--- src/rttc_pkg.sv ---
// Constants, register map and field layouts of the real-time counter block.
// Assumes a 32-bit Avalon-MM slave bus with byte addresses.
package rttc_pkg;

    // ========================================================================
    // Register byte offsets, one aligned word each
    localparam logic [4:0] OFS_FLAG      = 5'h00;
    localparam logic [4:0] OFS_MODE      = 5'h04;
    localparam logic [4:0] OFS_MATCH     = 5'h08;
    localparam logic [4:0] OFS_SUBSEC    = 5'h0C;
    localparam logic [4:0] OFS_TWOSEC    = 5'h10;
    localparam logic [4:0] OFS_DAY       = 5'h14;
    localparam logic [4:0] OFS_IRQ_STAT  = 5'h18;
    localparam logic [4:0] OFS_IRQ_MASK  = 5'h1C;

    // ========================================================================
    // Field positions
    localparam int FLG_ALARM_BIT   = 7;
    localparam int FLG_PERIOD_BIT  = 6;
    localparam int FLG_ACLR_BIT    = 5;
    localparam int FLG_PCLR_BIT    = 4;
    localparam int MODE_LDDAY_BIT  = 7;
    localparam int MODE_LDSUB_BIT  = 6;
    localparam int MODE_AEN_BIT    = 5;
    localparam int MODE_PEN_BIT    = 4;
    localparam int MODE_IGN_BIT    = 3;
    localparam int DAY_WIDTH       = 14;
    localparam int IRQ_PERIOD_BIT  = 0;
    localparam int IRQ_ALARM_BIT   = 1;

    // ========================================================================
    // Reset values and counts
    localparam logic [2:0]  INTERVAL_RST   = 3'h2;
    localparam logic [31:0] MATCH_RST      = 32'h0000_0000;
    localparam logic [15:0] TWOSEC_PER_DAY = 16'hA8C0;  // 43200
    localparam int          LS_CLK_HZ      = 32768;
    localparam int          SYS_CLK_HZ     = 250_000_000;
    localparam int          SWITCH_WAIT_US = 16;        // Software-side wait only
    // Base tick is 1/8 s: 4096 low-speed cycles
    localparam logic [11:0] EIGHTH_MASK    = 12'hFFF;

    // ========================================================================
    // Mode control fields
    typedef struct packed {
        logic       ignore_lsb;
        logic       alarm_en;
        logic       period_en;
        logic [2:0] interval;
    } rttc_mode_t;

endpackage : rttc_pkg

--- src/rttc_top.sv ---
// Real-time counter with periodic and alarm modes behind an Avalon-MM slave.
// Assumes i_ls_tick is a one-cycle pulse per 32768 Hz cycle, synchronous to
// i_clk, and that i_sys_rst is the system reset that must not disturb time.
//
// Operation
// - Three-bit interval code, 1/8 to 16 s
// - Periodic mode sets flag each interval
// - Periodic clear bit reads 1 when off
// - Alarm clear bit reads 1 when off
// - Flags at bits 7 and 6, read-only
// - Alarm compares counters with match halves
// - Full match sets alarm flag, interrupt
// - Ignore-LSB drops match bit zero
// - Day load copies low 14 bits
// - Sub-day load copies both halves
// - Sub-second counter advances each tick
// - Day counter fourteen bits, upper zero
// - State survives system reset; ack_q, read data and waitrequest are reset by it
//
// Chosen here: the address map and the Avalon-MM interface to the registers.
`timescale 1ns/100ps
module rttc_top (
    input  wire logic        i_clk,            // System clock, 250 MHz
    input  wire logic        i_sys_rst,        // Sync reset, active high
    input  wire logic        i_por,            // Power-on reset, active high
    input  wire logic        i_ls_tick,        // One pulse per 32768 Hz cycle
    input  wire logic [4:0]  i_avs_address,    // Byte address
    input  wire logic        i_avs_read,       // Read request
    input  wire logic        i_avs_write,      // Write request
    input  wire logic [31:0] i_avs_writedata,  // Write data
    input  wire logic [3:0]  i_avs_byteenable, // Byte enables
    output logic [31:0]      o_avs_readdata,   // Read data
    output logic             o_avs_waitrequest,// Wait request
    output logic             o_irq             // Level interrupt
);

    // ========================================================================
    // State
    rttc_pkg::rttc_mode_t mode_q;
    logic [31:0] match_q;
    logic [15:0] subsec_q;
    logic [15:0] twosec_q;
    logic [rttc_pkg::DAY_WIDTH-1:0] day_q;
    logic        alarm_flag_q;
    logic        period_flag_q;
    logic [1:0]  irq_stat_q;
    logic [1:0]  irq_mask_q;
    logic        ack_q;
    logic        alarm_hit_q;

    // ========================================================================
    // Bus decode
    logic        acc;
    logic        wr;
    logic        wr_flag;
    logic        wr_mode;
    logic        wr_match;
    logic        wr_stat;
    logic        wr_mask;
    logic        ld_day;
    logic        ld_sub;
    logic        clr_alarm;
    logic        clr_period;

    // A request is taken while no answer is pending
    assign acc        = (i_avs_read | i_avs_write) & ~ack_q;
    // A write lands only at the edge where waitrequest is seen low
    assign wr         = i_avs_write & ~o_avs_waitrequest;

    // Write strobe per register; the 8-bit registers need lane zero
    always_comb begin
        wr_flag  = 1'b0;
        wr_mode  = 1'b0;
        wr_match = 1'b0;
        wr_stat  = 1'b0;
        wr_mask  = 1'b0;
        if (wr) begin
            if (i_avs_address == rttc_pkg::OFS_FLAG) begin
                wr_flag = i_avs_byteenable[0];
            end else if (i_avs_address == rttc_pkg::OFS_MODE) begin
                wr_mode = i_avs_byteenable[0];
            end else if (i_avs_address == rttc_pkg::OFS_MATCH) begin
                wr_match = 1'b1;
            end else if (i_avs_address == rttc_pkg::OFS_IRQ_STAT) begin
                wr_stat = i_avs_byteenable[0];
            end else if (i_avs_address == rttc_pkg::OFS_IRQ_MASK) begin
                wr_mask = i_avs_byteenable[0];
            end
        end
    end

    // Load strobes and flag clears ride on the decoded writes
    assign ld_day     = wr_mode & i_avs_writedata[rttc_pkg::MODE_LDDAY_BIT];
    assign ld_sub     = wr_mode & i_avs_writedata[rttc_pkg::MODE_LDSUB_BIT];
    // Clear only acts while the matching mode is on
    assign clr_alarm  = wr_flag & i_avs_writedata[rttc_pkg::FLG_ACLR_BIT]
                        & mode_q.alarm_en;
    assign clr_period = wr_flag & i_avs_writedata[rttc_pkg::FLG_PCLR_BIT]
                        & mode_q.period_en;

    // ========================================================================
    // Event detection
    logic        period_evt;
    logic        match_lo;
    logic        match_hi;
    logic        alarm_match;
    logic        alarm_evt;

    // Interval n spans 4096 << n low-speed cycles; counter low bits all ones
    always_comb begin
        period_evt = 1'b0;
        if (i_ls_tick && mode_q.period_en) begin
            case (mode_q.interval)
                3'h0:    period_evt = (subsec_q[11:0] == rttc_pkg::EIGHTH_MASK);
                3'h1:    period_evt = (subsec_q[12:0] == 13'h1FFF);
                3'h2:    period_evt = (subsec_q[13:0] == 14'h3FFF);
                3'h3:    period_evt = (subsec_q[14:0] == 15'h7FFF);
                3'h4:    period_evt = (subsec_q == 16'hFFFF);
                3'h5:    period_evt = (subsec_q == 16'hFFFF) && twosec_q[0];
                3'h6:    period_evt = (subsec_q == 16'hFFFF) && (twosec_q[1:0] == 2'h3);
                default: period_evt = (subsec_q == 16'hFFFF) && (twosec_q[2:0] == 3'h7);
            endcase
        end
    end

    // Compare both halves, optionally without bit zero
    assign match_hi    = (twosec_q == match_q[31:16]);
    assign match_lo    = mode_q.ignore_lsb ? (subsec_q[15:1] == match_q[15:1])
                                           : (subsec_q == match_q[15:0]);
    assign alarm_match = mode_q.alarm_en & match_hi & match_lo;
    // One event on entering a match, not every cycle it holds
    assign alarm_evt   = alarm_match & ~alarm_hit_q;

    // ========================================================================
    // Counters: reset only by power-on, never by system reset

    // Sub-second counter, one step per low-speed tick
    always_ff @(posedge i_clk) begin
        if (i_por) begin
            subsec_q <= 16'h0000;
        end else if (ld_sub) begin
            subsec_q <= match_q[15:0];
        end else if (i_ls_tick) begin
            subsec_q <= subsec_q + 16'h0001;
        end
    end

    // Two-second counter, stepped as the sub-second count wraps
    always_ff @(posedge i_clk) begin
        if (i_por) begin
            twosec_q <= 16'h0000;
        end else if (ld_sub) begin
            twosec_q <= match_q[31:16];
        end else if (i_ls_tick && subsec_q == 16'hFFFF) begin
            if (twosec_q == rttc_pkg::TWOSEC_PER_DAY - 16'h0001) begin
                twosec_q <= 16'h0000;
            end else begin
                twosec_q <= twosec_q + 16'h0001;
            end
        end
    end

    // Day counter with its own load
    always_ff @(posedge i_clk) begin
        if (i_por) begin
            day_q <= '0;
        end else if (ld_day) begin
            day_q <= match_q[rttc_pkg::DAY_WIDTH-1:0];
        end else if (i_ls_tick && subsec_q == 16'hFFFF
                     && twosec_q == rttc_pkg::TWOSEC_PER_DAY - 16'h0001) begin
            day_q <= day_q + 14'h0001;
        end
    end

    // ========================================================================
    // Configuration registers survive system reset; only power-on clears them

    // Mode fields; the load bits are strobes and are not stored
    always_ff @(posedge i_clk) begin
        if (i_por) begin
            mode_q.interval   <= rttc_pkg::INTERVAL_RST;
            mode_q.period_en  <= 1'b0;
            mode_q.alarm_en   <= 1'b0;
            mode_q.ignore_lsb <= 1'b0;
        end else if (wr_mode) begin
            mode_q.interval   <= i_avs_writedata[2:0];
            mode_q.ignore_lsb <= i_avs_writedata[rttc_pkg::MODE_IGN_BIT];
            mode_q.period_en  <= i_avs_writedata[rttc_pkg::MODE_PEN_BIT];
            mode_q.alarm_en   <= i_avs_writedata[rttc_pkg::MODE_AEN_BIT];
        end
    end

    // Match and staging value, written lane by lane
    always_ff @(posedge i_clk) begin
        if (i_por) begin
            match_q <= rttc_pkg::MATCH_RST;
        end else if (wr_match) begin
            for (int b = 0; b < 4; b++) begin
                if (i_avs_byteenable[b]) begin
                    match_q[b*8 +: 8] <= i_avs_writedata[b*8 +: 8];
                end
            end
        end
    end

    // Interrupt mask, same layout as the status register
    always_ff @(posedge i_clk) begin
        if (i_por) begin
            irq_mask_q <= 2'h0;
        end else if (wr_mask) begin
            irq_mask_q <= i_avs_writedata[1:0];
        end
    end

    // ========================================================================
    // Activation flags and sticky status: set wins over clear

    // Alarm entry detector, so a held match fires once
    always_ff @(posedge i_clk) begin
        if (i_por) begin
            alarm_hit_q <= 1'b0;
        end else begin
            alarm_hit_q <= alarm_match;
        end
    end

    // Alarm activation flag
    always_ff @(posedge i_clk) begin
        if (i_por) begin
            alarm_flag_q <= 1'b0;
        end else if (alarm_evt) begin
            alarm_flag_q <= 1'b1;
        end else if (clr_alarm) begin
            alarm_flag_q <= 1'b0;
        end
    end

    // Periodic activation flag
    always_ff @(posedge i_clk) begin
        if (i_por) begin
            period_flag_q <= 1'b0;
        end else if (period_evt) begin
            period_flag_q <= 1'b1;
        end else if (clr_period) begin
            period_flag_q <= 1'b0;
        end
    end

    // Sticky interrupt status, write one to clear
    always_ff @(posedge i_clk) begin
        if (i_por) begin
            irq_stat_q <= 2'h0;
        end else begin
            irq_stat_q[rttc_pkg::IRQ_PERIOD_BIT] <= period_evt
                | (irq_stat_q[rttc_pkg::IRQ_PERIOD_BIT]
                   & ~(wr_stat & i_avs_writedata[rttc_pkg::IRQ_PERIOD_BIT]));
            irq_stat_q[rttc_pkg::IRQ_ALARM_BIT] <= alarm_evt
                | (irq_stat_q[rttc_pkg::IRQ_ALARM_BIT]
                   & ~(wr_stat & i_avs_writedata[rttc_pkg::IRQ_ALARM_BIT]));
        end
    end

    // Interrupt output registered
    always_ff @(posedge i_clk) begin
        if (i_por) begin
            o_irq <= 1'b0;
        end else begin
            o_irq <= |(irq_stat_q & irq_mask_q);
        end
    end

    // ========================================================================
    // Bus answer: one wait cycle, data registered with the acknowledge
    always_ff @(posedge i_clk) begin
        if (i_sys_rst || i_por) begin
            ack_q          <= 1'b0;
            o_avs_readdata <= 32'h0000_0000;
        end else begin
            ack_q <= acc;
            if (acc && i_avs_read) begin
                if (i_avs_address == rttc_pkg::OFS_FLAG) begin
                    o_avs_readdata <= {24'h000000, alarm_flag_q, period_flag_q,
                                       ~mode_q.alarm_en, ~mode_q.period_en,
                                       4'h0};
                end else if (i_avs_address == rttc_pkg::OFS_MODE) begin
                    // Load bits complete at once and read back 0
                    o_avs_readdata <= {24'h000000, 2'h0, mode_q.alarm_en,
                                       mode_q.period_en, mode_q.ignore_lsb,
                                       mode_q.interval};
                end else if (i_avs_address == rttc_pkg::OFS_MATCH) begin
                    o_avs_readdata <= match_q;
                end else if (i_avs_address == rttc_pkg::OFS_SUBSEC) begin
                    o_avs_readdata <= {16'h0000, subsec_q};
                end else if (i_avs_address == rttc_pkg::OFS_TWOSEC) begin
                    o_avs_readdata <= {16'h0000, twosec_q};
                end else if (i_avs_address == rttc_pkg::OFS_DAY) begin
                    o_avs_readdata <= {18'h00000, day_q};
                end else if (i_avs_address == rttc_pkg::OFS_IRQ_STAT) begin
                    o_avs_readdata <= {30'h00000000, irq_stat_q};
                end else if (i_avs_address == rttc_pkg::OFS_IRQ_MASK) begin
                    o_avs_readdata <= {30'h00000000, irq_mask_q};
                end else begin
                    o_avs_readdata <= 32'h0000_0000;
                end
            end
        end
    end

    // Waitrequest high until the acknowledge cycle
    always_ff @(posedge i_clk) begin
        if (i_sys_rst || i_por) begin
            o_avs_waitrequest <= 1'b1;
        end else begin
            o_avs_waitrequest <= ~acc;
        end
    end

endmodule : rttc_top

--- config.mk ---
export PLATFORM = sky130hd
export DESIGN_NAME = rttc_top
export DESIGN_NICKNAME = d
export VERILOG_FILES = /design/src/rttc_pkg.sv /design/src/rttc_top.sv
export SDC_FILE = /design/constraint.sdc
export NUM_CORES = 1
export LEC_CHECK = 0
export BUFFER_PORTS_ARGS = -buffer_cell sky130_fd_sc_hd__buf_2
export CORE_MARGIN = 2
export CORE_UTILIZATION = 59
export DETAILED_ROUTE_END_ITERATION = 6
export HOLD_SLACK_MARGIN = 0.02
export MAX_ROUTING_LAYER = met4
export PLACE_DENSITY = 0.83
export SYNTH_ARGS = -nofsm -noshare
export SYNTH_HDL_FRONTEND = slang
export SYNTH_SLANG_ARGS = --single-unit
--- constraint.sdc ---
create_clock -name i_clk -period 2.9 [get_ports i_clk]
set_input_delay 0.145 -clock i_clk [delete_from_list [all_inputs] [get_ports i_clk]]
set_output_delay 0.145 -clock i_clk [all_outputs]
set_load 0.01 [all_outputs]
; Word-level counts from Yosys, hierarchy flattened
; Cells that the tools add are included.
[classes]
addsub = 3
eq_ne = 24
mux = 42
n_bitwise = 27
n_reduce_logical = 20
[ops]
columns = operator, n
row1 = 16-bit two-way mux, 7
row2 = 32-bit two-way mux, 3
row3 = 14-bit two-way mux, 3
row4 = 16-bit by 1-bit adder with 16-bit output (second input constant), 2
row5 = 16-bit == test, 2
row6 = 16-bit == test (second input constant), 2
row7 = 1-bit two-way mux, 26
row8 = 5-bit == test (second input constant), 4
row9 = 1-bit AND, 15
row10 = 15-bit == test, 1
row11 = 15-bit == test (second input constant), 1
row12 = 14-bit by 1-bit adder with 14-bit output (second input constant), 1
row13 = 14-bit == test (second input constant), 1
row14 = 13-bit == test (second input constant), 1
row15 = 12-bit == test (second input constant), 1
row16 = 3-bit == test (second input constant), 4
row17 = 5-bit by 4-bit == test with 1-bit output (second input constant), 2
row18 = 2-bit nonzero test, 5
row19 = 1-bit NOT, 8
row20 = 2-bit AND reduction, 4
row21 = 1-bit logical AND, 7
row22 = 1-bit case mux with 7 select lines, 1
row23 = 3-bit by 2-bit == test with 1-bit output (second input constant), 2
row24 = 5-bit by 3-bit == test with 1-bit output (second input constant), 1
row25 = 9 further kinds, 12
[totals]
register_bits = 126
input_bits = 47
output_inout_bits = 34
elab_cells = 136

; Longest topological paths before layout
; Gate-level depths: netlist of run 1.
[logic_depth]
depth_word = 10
ltp_mapped = 8
ltp_nobuf = 6

; Worst setup path before layout of run 1
; Ideal clock, no wire load.
[synth_timing]
path_type = flip-flop to flip-flop
start = register twosec_q[1]
end = register day_q[11] (netlist bit)
setup_time_ps = 86
t_arrival_ps = 2151
t_required_ps = 2814
slack_ps = 663
stages_incl_launch_ff = 9
n_path_buf = 2
period_less_slack_ps = 2237
cell_sequence = dfxtp_1 -> ha_1 -> clkbuf_1 -> nand4bb_1 -> or4_4 -> buf_12 -> nor4b_4 -> xnor2_1 -> a211oi_1
[synth_between]
elab_chain_len = 3
[synth_lines]
columns = item, line_no
row1 = start: declaration, rttc_top.sv:42  ; logic [15:0] twosec_q;
row2 = start signal: assignment, rttc_top.sv:153  ; twosec_q <= match_q[31:16];
row3 = start signal: assignment, rttc_top.sv:158  ; twosec_q <= twosec_q + 16'h0001;
row4 = 16-bit == test, rttc_top.sv:170  ; && twosec_q == rttc_pkg::TWOSEC_PER_DAY - 16'h0001) begin
row5 = 1-bit logical AND, rttc_top.sv:170
row6 = 2-bit nonzero test (no line), -
row7 = end signal: assignment, rttc_top.sv:168  ; day_q <= match_q[rttc_pkg::DAY_WIDTH-1:0];
row8 = end signal: assignment, rttc_top.sv:171  ; day_q <= day_q + 14'h0001;
row9 = end: declaration, rttc_top.sv:43  ; logic [rttc_pkg::DAY_WIDTH-1:0] day_q;
; Every way passes these cells.
; A chain may end at the register's enable or synchronous reset.

; Worst setup path after layout of run 1
[layout_timing]
start = register subsec_q[3]
end = register twosec_q[3]
[layout_between]
elab_chain_len = 3
[layout_lines]
columns = item, line_no
row1 = start: declaration, rttc_top.sv:41  ; logic [15:0] subsec_q;
row2 = start signal: assignment, rttc_top.sv:142  ; subsec_q <= match_q[15:0];
row3 = start signal: assignment, rttc_top.sv:144  ; subsec_q <= subsec_q + 16'h0001;
row4 = 16-bit == test, rttc_top.sv:154  ; end else if (i_ls_tick && subsec_q == 16'hFFFF) begin
row5 = 1-bit logical AND, rttc_top.sv:154
row6 = 2-bit nonzero test (no line), -
; Every way passes these cells.

==> implementation parameters, run 1 <==
Parameter                              Value

Final layout
  Fin nets    946
  Leading cell types in the layout, fill and taps excluded    sky130_fd_sc_hd__dfxtp_1, sky130_fd_sc_hd__buf_2, sky130_fd_sc_hd__nor2_1
  Area Overhead vs Synth    19.6%
  Final design area excluding fillers    8040 um2
  Leading cell type in the layout, fill and taps excluded    sky130_fd_sc_hd__dfxtp_1
  Fraction of layout cells with a size suffix above 1    17.8%
  Filler Cells Inserted    790

STA
  Highest clock rate    0.391 GHz
  Post-route clock skew    0.00827 ns
  Final Hold Vio Count    0
  Final critical delay including setup and external delays    2.56 ns
  Number of setup violations in the final report    0
  Fin Hold WS    0.0228 ns
  Unrepaired setup endpoints after global routing    no
  Total Neg Setup Slack    0 ns
  Worst relative slew slack    32.6%
  Portion of the clock cycle consumed by the worst path in the final layout    88.2%
  Final worst slack    0.343 ns
  Fin. max-slew vios    0
  Slew of the pin with the lowest slew margin    1.01 ns

Setup path
  Stage delay of the slowest cell on the critical path    0.47 ns
  Largest fanout on the critical path    15
  R2R Path Start    subsec_q[3]
  Required time of the worst setup path    3.22 ns
  Ordered list of cells on the worst path    nand4_1 -> nor3_1 -> nand2_1 -> o31a_1 -> a211oi_1
  Endpoint of the most critical setup path    twosec_q[3]
  Startpoint types    register
  Path depth of the worst reg2reg path    5
  Worst setup path startpoint    subsec_q[3]
  Setup slack, reg-to-reg    0.34 ns
  CP max-delay cell    sky130_fd_sc_hd__nand2_1
  Setup CP Type    reg2reg
  Data arrival time of the worst path    2.87 ns
  Critical path endpoint category    register
  End of the worst register-to-register path    twosec_q[3]

Detailed routing
  Detailed-route wire length    23600 um
  Wire length on met3    2070 um
  Starting DRC count in detailed routing    1006
  Routed wire length on met2    11200 um
  Count of nets left with antenna violations after detail routing    0
  Avg WL per Cell    22.5 um
  Vias after detailed routing    7023
  Highest routing layer actually used    met4
  1st-pass router iterations    7
  Total routed wire length on the met1 layer    8850 um
  Vias/cell    6.69
  Residual DRC    1

Global route
  Via count of the first global-routing pass    6886
  Global-route wire length before repair    37100 um
  Maximum number of pins on one net before global-route repair    44
  Global-route usage over all layers    39.7%
  Total congestion overflow after global routing    0
  Antenna violations before repair    1

CTS
  CTS H-tree depth    4
  Clk slew on worst S/H paths    0.06 ns
  TritonCTS clock tree    yes
  Number of buffers created by CTS    17
  Number of sinks driven by the clock tree    126
  Clock tree root buffer cell    sky130_fd_sc_hd__clkbuf_16
  Worst-skew pair later-pin latency    0.44 ns
  Longest Clk Path Bufs    2
  Number of instances resized during post-cts repair    0

Yosys
  Primary flip-flop cell chosen by synthesis mapping    sky130_fd_sc_hd__dfxtp_1
  Synthesized net count    863
  Share of flip-flops with an asynchronous set or reset    0%
  Syn_area_per_cell    8.28 um2
  Number of distinct library cells after synthesis    66
  Number of register bits inferred by synthesis    126
  Area share of the leading cell type in the synthesized netlist    37.5%
  Number of synthesized flops with an enable pin    0
  Synthesized cell area    6720 um2
  Gate count of the mapped netlist    812
  Part of the Yosys area used for sequential elements    37.5%
  Library cell with the largest summed area after synthesis    sky130_fd_sc_hd__dfxtp_1
  Number of warnings reported in the yosys synthesis log    0
  Largest cells by area after synthesis    sky130_fd_sc_hd__dfxtp_1, sky130_fd_sc_hd__a21oi_1, sky130_fd_sc_hd__xnor2_1

Flow run
  Max Cap Violations    0

Placement
  Global placer's final weighted congestion    0.950
  Buffers added on ports    80
  Total cell area at the placement stage    7180 um2
  Placed wire-length estimate after detailed placement    15600 um
  Minimum setup slack after placement    0.473 ns

Power
  PD cells    506 nW/um2
  Leakage component of the power    2.99 nW
  Max VDD drop    0.000544 V

Floorplanning
  Placeable Area    11000 um2
  Die Y-Extent    111 um
  Num ports    81
  Die area    12300 um2
  Placement Rows    38
  Effective utilization at floorplan    61.2%
  Width of the chip    111 um

Outcome
  Failing checks    design-rule violations
  Status    complete, but fails checks

Worst hold path
  Tightest Hold Check Type    in2reg
[flip-flops by register name (all words and copies together), names as in the netlist]
register,count
mode_q,6
twosec_q,16
alarm_flag_q,1
period_flag_q,1
o_avs_readdata,32
ack_q,1
alarm_hit_q,1
o_irq,1
day_q,14
match_q,32
irq_stat_q,2
irq_mask_q,2
subsec_q,16
o_avs_waitrequest,1
[cell usage after synthesis, types with 9 or more instances]
library cell and count:
sky130_fd_sc_hd__or3_1 9, sky130_fd_sc_hd__a21oi_1 77, sky130_fd_sc_hd__nand2_1 74, sky130_fd_sc_hd__inv_1 10, sky130_fd_sc_hd__o21ai_0 30, sky130_fd_sc_hd__a211oi_1 35
sky130_fd_sc_hd__dfxtp_1 126, sky130_fd_sc_hd__a222oi_1 10, sky130_fd_sc_hd__xnor2_1 43, sky130_fd_sc_hd__xor2_1 17, sky130_fd_sc_hd__mux2i_1 17, sky130_fd_sc_hd__clkbuf_1 53
sky130_fd_sc_hd__nand3_1 57, sky130_fd_sc_hd__nand4_1 28, sky130_fd_sc_hd__nor3_1 11, sky130_fd_sc_hd__nor2_1 79, sky130_fd_sc_hd__a22oi_1 9
[worst max-delay path, delay by kind of cell (launching register included)]
family | cells | cell delay (ns)
compound gates | 2 | 0.77
simple gates | 3 | 1.21
flops | 1 | 0.45
[cell families after synthesis]
group           after synthesis  synth area share (%)
flops                       126                  37.5
xor+xnor                     60                  7.82
fa+ha+maj                     4                 0.744
mux                          22                  3.37
compound gates              200                  19.3
buf+inv                      78                  5.02
simple gates                322                  26.3
[per-stage QoR]
| stage | util, % | total power, mW | std cells |
|---|---|---|---|
| 6_report | 73.2 | 4.07 | 1049 |
| 5_1_grt | 73.2 | 4.17 | 1049 |
| 4_1_cts | 73.2 | 4.04 | 1048 |
| 3_5_place_dp | 65.3 | 2.00 | 986 |
| 3_3_place_gp | 65.3 | 1.99 | 986 |
| 2_1_floorplan | - | 1.91 | 812 |
[where the power goes]
| group | internal [mW] | leakage (nW) | switching (mW) |
|---|---|---|---|
| combinational | 0.0962 | 1.70 | 0.145 |
| clock | 1.19 | 0.279 | 0.880 |
| sequential | 1.75 | 1.02 | 0.0150 |
[area by class of cell]
class | instances | area, um2 | area share, %
antenna | 1 | 2.50 | 0.0311
clock buffer | 17 | 425 | 5.29
clock inverter | 15 | 136 | 1.70
inverter | 10 | 37.5 | 0.467
multi-input combinational | 608 | 3870 | 48.2
sequential | 126 | 2520 | 31.4
tap | 140 | 175 | 2.18
timing repair buffer | 132 | 866 | 10.8
[what timing repair did]
action	in CTS	in global routing
hold buffers	30	0
setup buffers	0	0
endpoints found under the hold margin	34	0
[layer usage]
metal  track usage, %  up-vias
li1                 -     3133
met1             46.6     3311
met2             62.7      449
met3             8.42      130
met4             23.7        0
met5                -        -
[how the worst min path moves through the flow]
| stage | start | to | slack, ns | depth (start not counted) |
|---|---|---|---|---|
| final | i_avs_writedata[0] | match_q[0] | 0.02 | 3 |
| after global routing | i_avs_writedata[1] | match_q[1] | 0.05 | 3 |
| after CTS | i_avs_writedata[0] | match_q[0] | 0.02 | 3 |
| after detailed placement | i_avs_writedata[27] | match_q[27] | 0.41 | 3 |
| after global placement | i_avs_writedata[31] | match_q[31] | 0.40 | 3 |
| after floorplan | i_avs_writedata[1] | mode_q[1] | 0.28 | 2 |
Power figures use the tool's default switching activity.
==> run 2, diff against run 1 <==
--- a/config.mk
+++ b/config.mk
@@ -5,13 +5,14 @@
 export SDC_FILE = /design/constraint.sdc
 export NUM_CORES = 1
 export LEC_CHECK = 0
+export ABC_AREA = 1
 export BUFFER_PORTS_ARGS = -buffer_cell sky130_fd_sc_hd__buf_2
 export CORE_MARGIN = 2
-export CORE_UTILIZATION = 59
+export CORE_UTILIZATION = 54
 export DETAILED_ROUTE_END_ITERATION = 6
 export HOLD_SLACK_MARGIN = 0.02
 export MAX_ROUTING_LAYER = met4
-export PLACE_DENSITY = 0.83
+export PLACE_DENSITY = 0.79
 export SYNTH_ARGS = -nofsm -noshare
 export SYNTH_HDL_FRONTEND = slang
 export SYNTH_SLANG_ARGS = --single-unit
==> constraint.sdc (replaced) <==
create_clock -name i_clk -period 2.3 [get_ports i_clk]
set_input_delay 0.115 -clock i_clk [delete_from_list [all_inputs] [get_ports i_clk]]
set_output_delay 0.115 -clock i_clk [all_outputs]
set_load 0.01 [all_outputs]
==> implementation parameters, run 2 <==
Parameter                              Value

Yosys
  Synthesized cell area    7520 um2
  Cell with the most instances after synthesis    sky130_fd_sc_hd__nand2_1
  Most used standard cells in the synthesized netlist    sky130_fd_sc_hd__nand2_1, sky130_fd_sc_hd__nor2_1, sky130_fd_sc_hd__dfxtp_1, sky130_fd_sc_hd__inv_1, sky130_fd_sc_hd__a21oi_1
  Part of the Yosys area used for sequential elements    33.6%
  Number of warnings reported in the yosys synthesis log    0
  Synthesized net count    1240
  Share of flip-flops with an asynchronous set or reset    0%
  Syn_area_per_cell    6.32 um2
  Number of register bits inferred by synthesis    126
  Gate count of the mapped netlist    1189
  Primary flip-flop cell chosen by synthesis mapping    sky130_fd_sc_hd__dfxtp_1
  Library cell with the largest summed area after synthesis    sky130_fd_sc_hd__dfxtp_1
  Number of synthesized flops with an enable pin    0
  Area share of the leading cell type in the synthesized netlist    33.6%
  Largest cells by area after synthesis    sky130_fd_sc_hd__dfxtp_1, sky130_fd_sc_hd__nand2_1, sky130_fd_sc_hd__a21oi_1
  Number of distinct library cells after synthesis    39

Setup path
  Stage delay of the slowest cell on the critical path    0.46 ns
  Critical path endpoint category    register
  Data arrival time of the worst path    2.44 ns
  Most frequent CP cell    sky130_fd_sc_hd__nand2_1
  Required time of the worst setup path    2.65 ns
  Setup CP Type    reg2reg
  Startpoint types    register
  Ordered list of cells on the worst path    ha_1 -> nand3_1 -> inv_1 -> nand2_1 -> nor2_4 -> nand2b_4 -> nand2_4 -> nand2_1 -> a21oi_1
  Largest fanout on the critical path    15
  CP max-delay cell    sky130_fd_sc_hd__dfxtp_1

Worst hold path
  Tightest Hold Check Type    in2reg

STA
  Post-route clock skew    0.00733 ns
  Final worst slack    0.210 ns
  Final critical delay including setup and external delays    2.09 ns
  Highest clock rate    0.478 GHz
  Unrepaired setup endpoints after global routing    no
  Number of setup violations in the final report    0
  Worst relative slew slack    55.8%
  Total Neg Setup Slack    0 ns
  Slew of the pin with the lowest slew margin    0.662 ns
  Final Hold Vio Count    0
  Portion of the clock cycle consumed by the worst path in the final layout    90.9%
  Fin. max-slew vios    0

Final layout
  Leading registers by flop count    match_q: 32 flops, o_avs_readdata: 32 flops
  Leading cell types in the layout, fill and taps excluded    sky130_fd_sc_hd__nand2_1, sky130_fd_sc_hd__nor2_1, sky130_fd_sc_hd__dfxtp_1
  Area Overhead vs Synth    20.0%
  Leading cell type in the layout, fill and taps excluded    sky130_fd_sc_hd__nand2_1
  Number of antenna repair diodes    0
  Fin nets    1346
  Fraction of layout cells with a size suffix above 1    13.2%
  Final design area excluding fillers    9020 um2

Detailed routing
  Residual DRC    0
  Starting DRC count in detailed routing    916
  Avg WL per Cell    19.1 um
  1st-pass router iterations    5
  Count of nets left with antenna violations after detail routing    0
  Vias after detailed routing    8751
  Vias/cell    5.88
  Detailed-route wire length    28400 um

CTS
  Longest Clk Path Bufs    2
  Clk slew on worst S/H paths    0.06 ns
  Number of sinks driven by the clock tree    126
  Number of buffers created by CTS    17
  CTS H-tree depth    4
  Clock tree root buffer cell    sky130_fd_sc_hd__clkbuf_16
  Worst-skew pair later-pin latency    0.43 ns
  TritonCTS clock tree    yes
  Number of instances resized during post-cts repair    0

Placement
  Global placer's final weighted congestion    1.07
  Placed wire-length estimate after detailed placement    21000 um
  Minimum setup slack after placement    0.300 ns
  Total cell area at the placement stage    8110 um2
  Buffers added on ports    80

Global route
  Global-route usage over all layers    40.2%
  Total congestion overflow after global routing    0
  Maximum number of pins on one net before global-route repair    44
  Antenna violations before repair    0
  Global-route wire length before repair    43800 um
  Via count of the first global-routing pass    8304

Floorplanning
  Width of the chip    122 um
  Placeable Area    13700 um2
  Placement Rows    43
  Die area    14900 um2
  Effective utilization at floorplan    54.8%
  Die Y-Extent    122 um
  Num ports    81

Power
  Max VDD drop    0.000579 V
  Leakage component of the power    3.77 nW
  Overall power after layout    5.25 mW
  PD cells    582 nW/um2

Outcome
  Status    completed

Flow run
  Max Cap Violations    0
## run 2: changes by cell type after synthesis, moves of 14 or more
cell,previous run,this run
sky130_fd_sc_hd__a21oi_1,77,113
sky130_fd_sc_hd__nand2_1,74,313
sky130_fd_sc_hd__nor2_1,79,141
sky130_fd_sc_hd__buf_2,8,22
sky130_fd_sc_hd__a211oi_1,35,1
sky130_fd_sc_hd__mux2i_1,17,0
sky130_fd_sc_hd__o21ai_0,30,97
sky130_fd_sc_hd__inv_1,10,124
sky130_fd_sc_hd__a32oi_1,0,16
sky130_fd_sc_hd__xnor2_1,43,6
sky130_fd_sc_hd__clkbuf_1,53,24
## run 2: repair_timing
action	4_1_cts	5_1_grt
endpoints found under the setup margin	0	0
setup buffers	0	0
hold buffers	31	0
endpoints found under the hold margin	35	0
## run 2: path summary, 6_finish.rpt
check,start,cells past startpoint,slack [ns],to
worst max-delay path,twosec_q[1],9,0.21,day_q[7]
worst max register to register,twosec_q[1],9,0.21,day_q[7]
worst min register to register,o_avs_readdata[9],2,0.46,o_avs_readdata[9]
worst min-delay path,i_avs_writedata[22],3,0.03,match_q[22]
## run 2: worst max-delay path: cells and delay by family (launching register included)
kind | cells | cell delay, ns
adder cells (fa/ha/maj) | 1 | 0.21
AO/OA/AOI/OAI | 1 | 0.13
AND/OR/NAND/NOR | 6 | 1.01
buffers and inverters | 1 | 0.18
flip-flops | 1 | 0.46
## run 2: final cells by class
cell class              count  area, um2
fillers                  1290       4700
multi-input cells         881       4260
flip-flops and latches    126       2520
repair buffers            138        913
inverters                 131        497
clock buffers              18        439
well taps                 180        225
clock inverters            14        159
## run 2: per-layer routing
layer / vias to the layer above / wire, um / GRT usage (%)
li1: 4122 / - / -
met1: 4005 / 10600 / 45.3
met2: 484 / 13100 / 63.5
met4: 0 / 1900 / 25.6
met5: - / 0 / -
met3: 140 / 2760 / 10.0
## run 2: cells by family (layout without fill, tap and decap cells)
group / after synthesis / count (layout) / synth area share [%]
AND/OR/NAND/NOR: 597 / 597 / 34.6
AO/OA/AOI/OAI: 253 / 253 / 18.3
buffers and inverters: 182 / 301 / 9.75
flip-flops: 126 / 126 / 33.6
XOR/XNOR: 27 / 27 / 3.15
adder cells (fa/ha/maj): 4 / 4 / 0.666
## run 2: power breakdown
group          total [mW]  switching [mW]  internal, mW
clock                2.77            1.13          1.64
combinational       0.276           0.171         0.105
sequential           2.20         0.00832          2.19
## run 2: metrics by stage
| step | utilization, % | std cells | hold WS (ns) |
|---|---|---|---|
| after detailed placement | 59.1 | 1425 | 0.388 |
| after CTS | 65.7 | 1488 | 0.0200 |
| after global placement | 59.1 | 1425 | 0.371 |
| after global routing | 65.7 | 1488 | 0.0355 |
| after floorplan | - | 1189 | 0.263 |
| final | 65.7 | 1488 | 0.0266 |
==> run 3, diff against run 2 <==
--- a/config.mk
+++ b/config.mk
@@ -12,7 +12,7 @@
 export DETAILED_ROUTE_END_ITERATION = 6
 export HOLD_SLACK_MARGIN = 0.02
 export MAX_ROUTING_LAYER = met4
-export PLACE_DENSITY = 0.79
+export PLACE_DENSITY = 0.88
 export SYNTH_ARGS = -nofsm -noshare
 export SYNTH_HDL_FRONTEND = slang
 export SYNTH_SLANG_ARGS = --single-unit
==> implementation parameters, run 3 (synthesis gave the netlist of run 2 again) <==
Parameter                              Value

Final layout
  Fin nets    1345
  Number of antenna repair diodes    0
  Fraction of layout cells with a size suffix above 1    13.4%
  Area Overhead vs Synth    19.7%
  Leading cell type in the layout, fill and taps excluded    sky130_fd_sc_hd__nand2_1
  Filler Cells Inserted    1269
  Leading cell types in the layout, fill and taps excluded    sky130_fd_sc_hd__nand2_1, sky130_fd_sc_hd__nor2_1, sky130_fd_sc_hd__dfxtp_1
  End-of-flow core utilization    65.6%
  FF+latch area    2520 um2
  Footprint of the multi-input gates    4260 um2
  Leading registers by flop count    match_q: 32 flops, o_avs_readdata: 32 flops

Detailed routing
  1st-pass router iterations    6
  Vias after detailed routing    8719
  Count of nets left with antenna violations after detail routing    0
  Residual DRC    0
  Wire length on met3    2770 um
  Routed wire length on met2    13100 um
  Highest routing layer actually used    met4
  Total routed wire length on the met1 layer    10700 um
  Vias/cell    5.86
  Detailed-route wire length    28300 um
  Starting DRC count in detailed routing    985
  Avg WL per Cell    19.1 um

Setup path
  Setup CP Type    reg2reg
  Stage delay of the slowest cell on the critical path    0.43 ns
  Most frequent CP cell    sky130_fd_sc_hd__nand2_1
  Startpoint types    register
  CP max-delay cell    sky130_fd_sc_hd__dfxtp_1
  Largest fanout on the critical path    15
  Ordered list of cells on the worst path    ha_2 -> nand3_1 -> inv_1 -> nand2_1 -> nor2_4 -> nand2b_4 -> nand2_4 -> nand2_1 -> a21oi_1
  Critical path endpoint category    register
  Data arrival time of the worst path    2.47 ns
  Required time of the worst setup path    2.66 ns

Floorplanning
  Placement Rows    43
  Placeable Area    13700 um2
  Num ports    81
  Die Y-Extent    122 um
  Effective utilization at floorplan    54.8%
  Die area    14900 um2
  Width of the chip    122 um

Global route
  Antenna violations before repair    0
  Via count of the first global-routing pass    8119
  Global-route wire length before repair    42800 um
  Global-route usage over all layers    39.4%
  Maximum number of pins on one net before global-route repair    31
  Total congestion overflow after global routing    0

Power
  PD cells    579 nW/um2
  Overall power after layout    5.21 mW
  Leakage component of the power    3.76 nW
  Max VDD drop    0.000496 V

Placement
  Buffers added on ports    80
  Placed wire-length estimate after detailed placement    21100 um
  Global placer's final weighted congestion    1.04

CTS
  Number of buffers created by CTS    17
  CTS H-tree depth    4
  Worst-skew pair later-pin latency    0.44 ns
  Clk slew on worst S/H paths    0.06 ns
  Clock tree root buffer cell    sky130_fd_sc_hd__clkbuf_16
  TritonCTS clock tree    yes
  Longest Clk Path Bufs    2
  Post CTS Setup Buffer Count    0
  Number of sinks driven by the clock tree    126

STA
  Worst relative slew slack    49.1%
  Final Hold Vio Count    0
  Unrepaired setup endpoints after global routing    no
  Final critical delay including setup and external delays    2.11 ns
  Slew of the pin with the lowest slew margin    0.763 ns
  Post-route clock skew    0.0126 ns
  Portion of the clock cycle consumed by the worst path in the final layout    91.9%
  Highest clock rate    0.473 GHz
  Total Neg Setup Slack    0 ns
  Number of setup violations in the final report    0
  Fin Hold WS    0.0202 ns
  Fin. max-slew vios    0

Worst hold path
  Tightest Hold Check Type    in2reg

Flow run
  Max Cap Violations    0

Outcome
  Status    completed
## run 3: changes by cell type in the layout (fill, tap and decap cells not counted), sizes merged
cell,before,now
clkinv,6,7
buf,107,108
dlygate4sd3,31,29
clkbuf,18,17
## run 3: metal layers
metal,vias to the layer above,GRT usage [%]
li1,4115,-
met1,3952,45.4
met2,530,63.7
met3,122,8.01
met4,0,22.7
met5,-,-
## run 3: path summary, 6_finish.rpt
path	from	to	slack (ns)	cells past startpoint
max	twosec_q[0]	day_q[2]	0.19	9
min reg2reg	o_avs_readdata[14]	o_avs_readdata[14]	0.47	2
max reg2reg	twosec_q[0]	day_q[2]	0.19	9
min	i_avs_writedata[20]	match_q[20]	0.02	3
## run 3: report_power, final
group | switching [mW] | internal [mW] | leakage [nW]
Combinational | 0.174 | 0.105 | 2.46
Clock | 1.12 | 1.61 | 0.286
Sequential | 0.00794 | 2.19 | 1.02
## run 3: what timing repair did
item                                    in CTS  in global routing
hold buffers                                29                  0
gates resized for setup                      0                  1
endpoints found under the hold margin       33                  0
endpoints found under the setup margin       0                  1
## run 3: final cells by class
cell class                 count  area share, %
sequential                   126           28.0
clock inverter                15           1.81
inverter                     131           5.52
timing repair buffer         137           10.0
tap                          180           2.50
clock buffer                  17           4.73
multi-input combinational    881           47.4
## run 3: critical path, delay by kind of cell, from the launching register on
family	cells	cell delay [ns]
compound gates	1	0.14
flops	1	0.43
buf+inv	1	0.17
fa+ha+maj	1	0.28
simple gates	6	0.99
## run 3: through the flow
| step | cell area [um2] | std cells | setup WS [ns] |
|---|---|---|---|
| finish | 9000 | 1487 | 0.186 |
| CTS | 8990 | 1487 | 0.206 |
| global placement | 8120 | 1426 | 0.338 |
| detailed placement | 8120 | 1426 | 0.233 |
| global route | 9000 | 1487 | 0.0522 |
| floorplan | 7520 | 1189 | 0.618 |
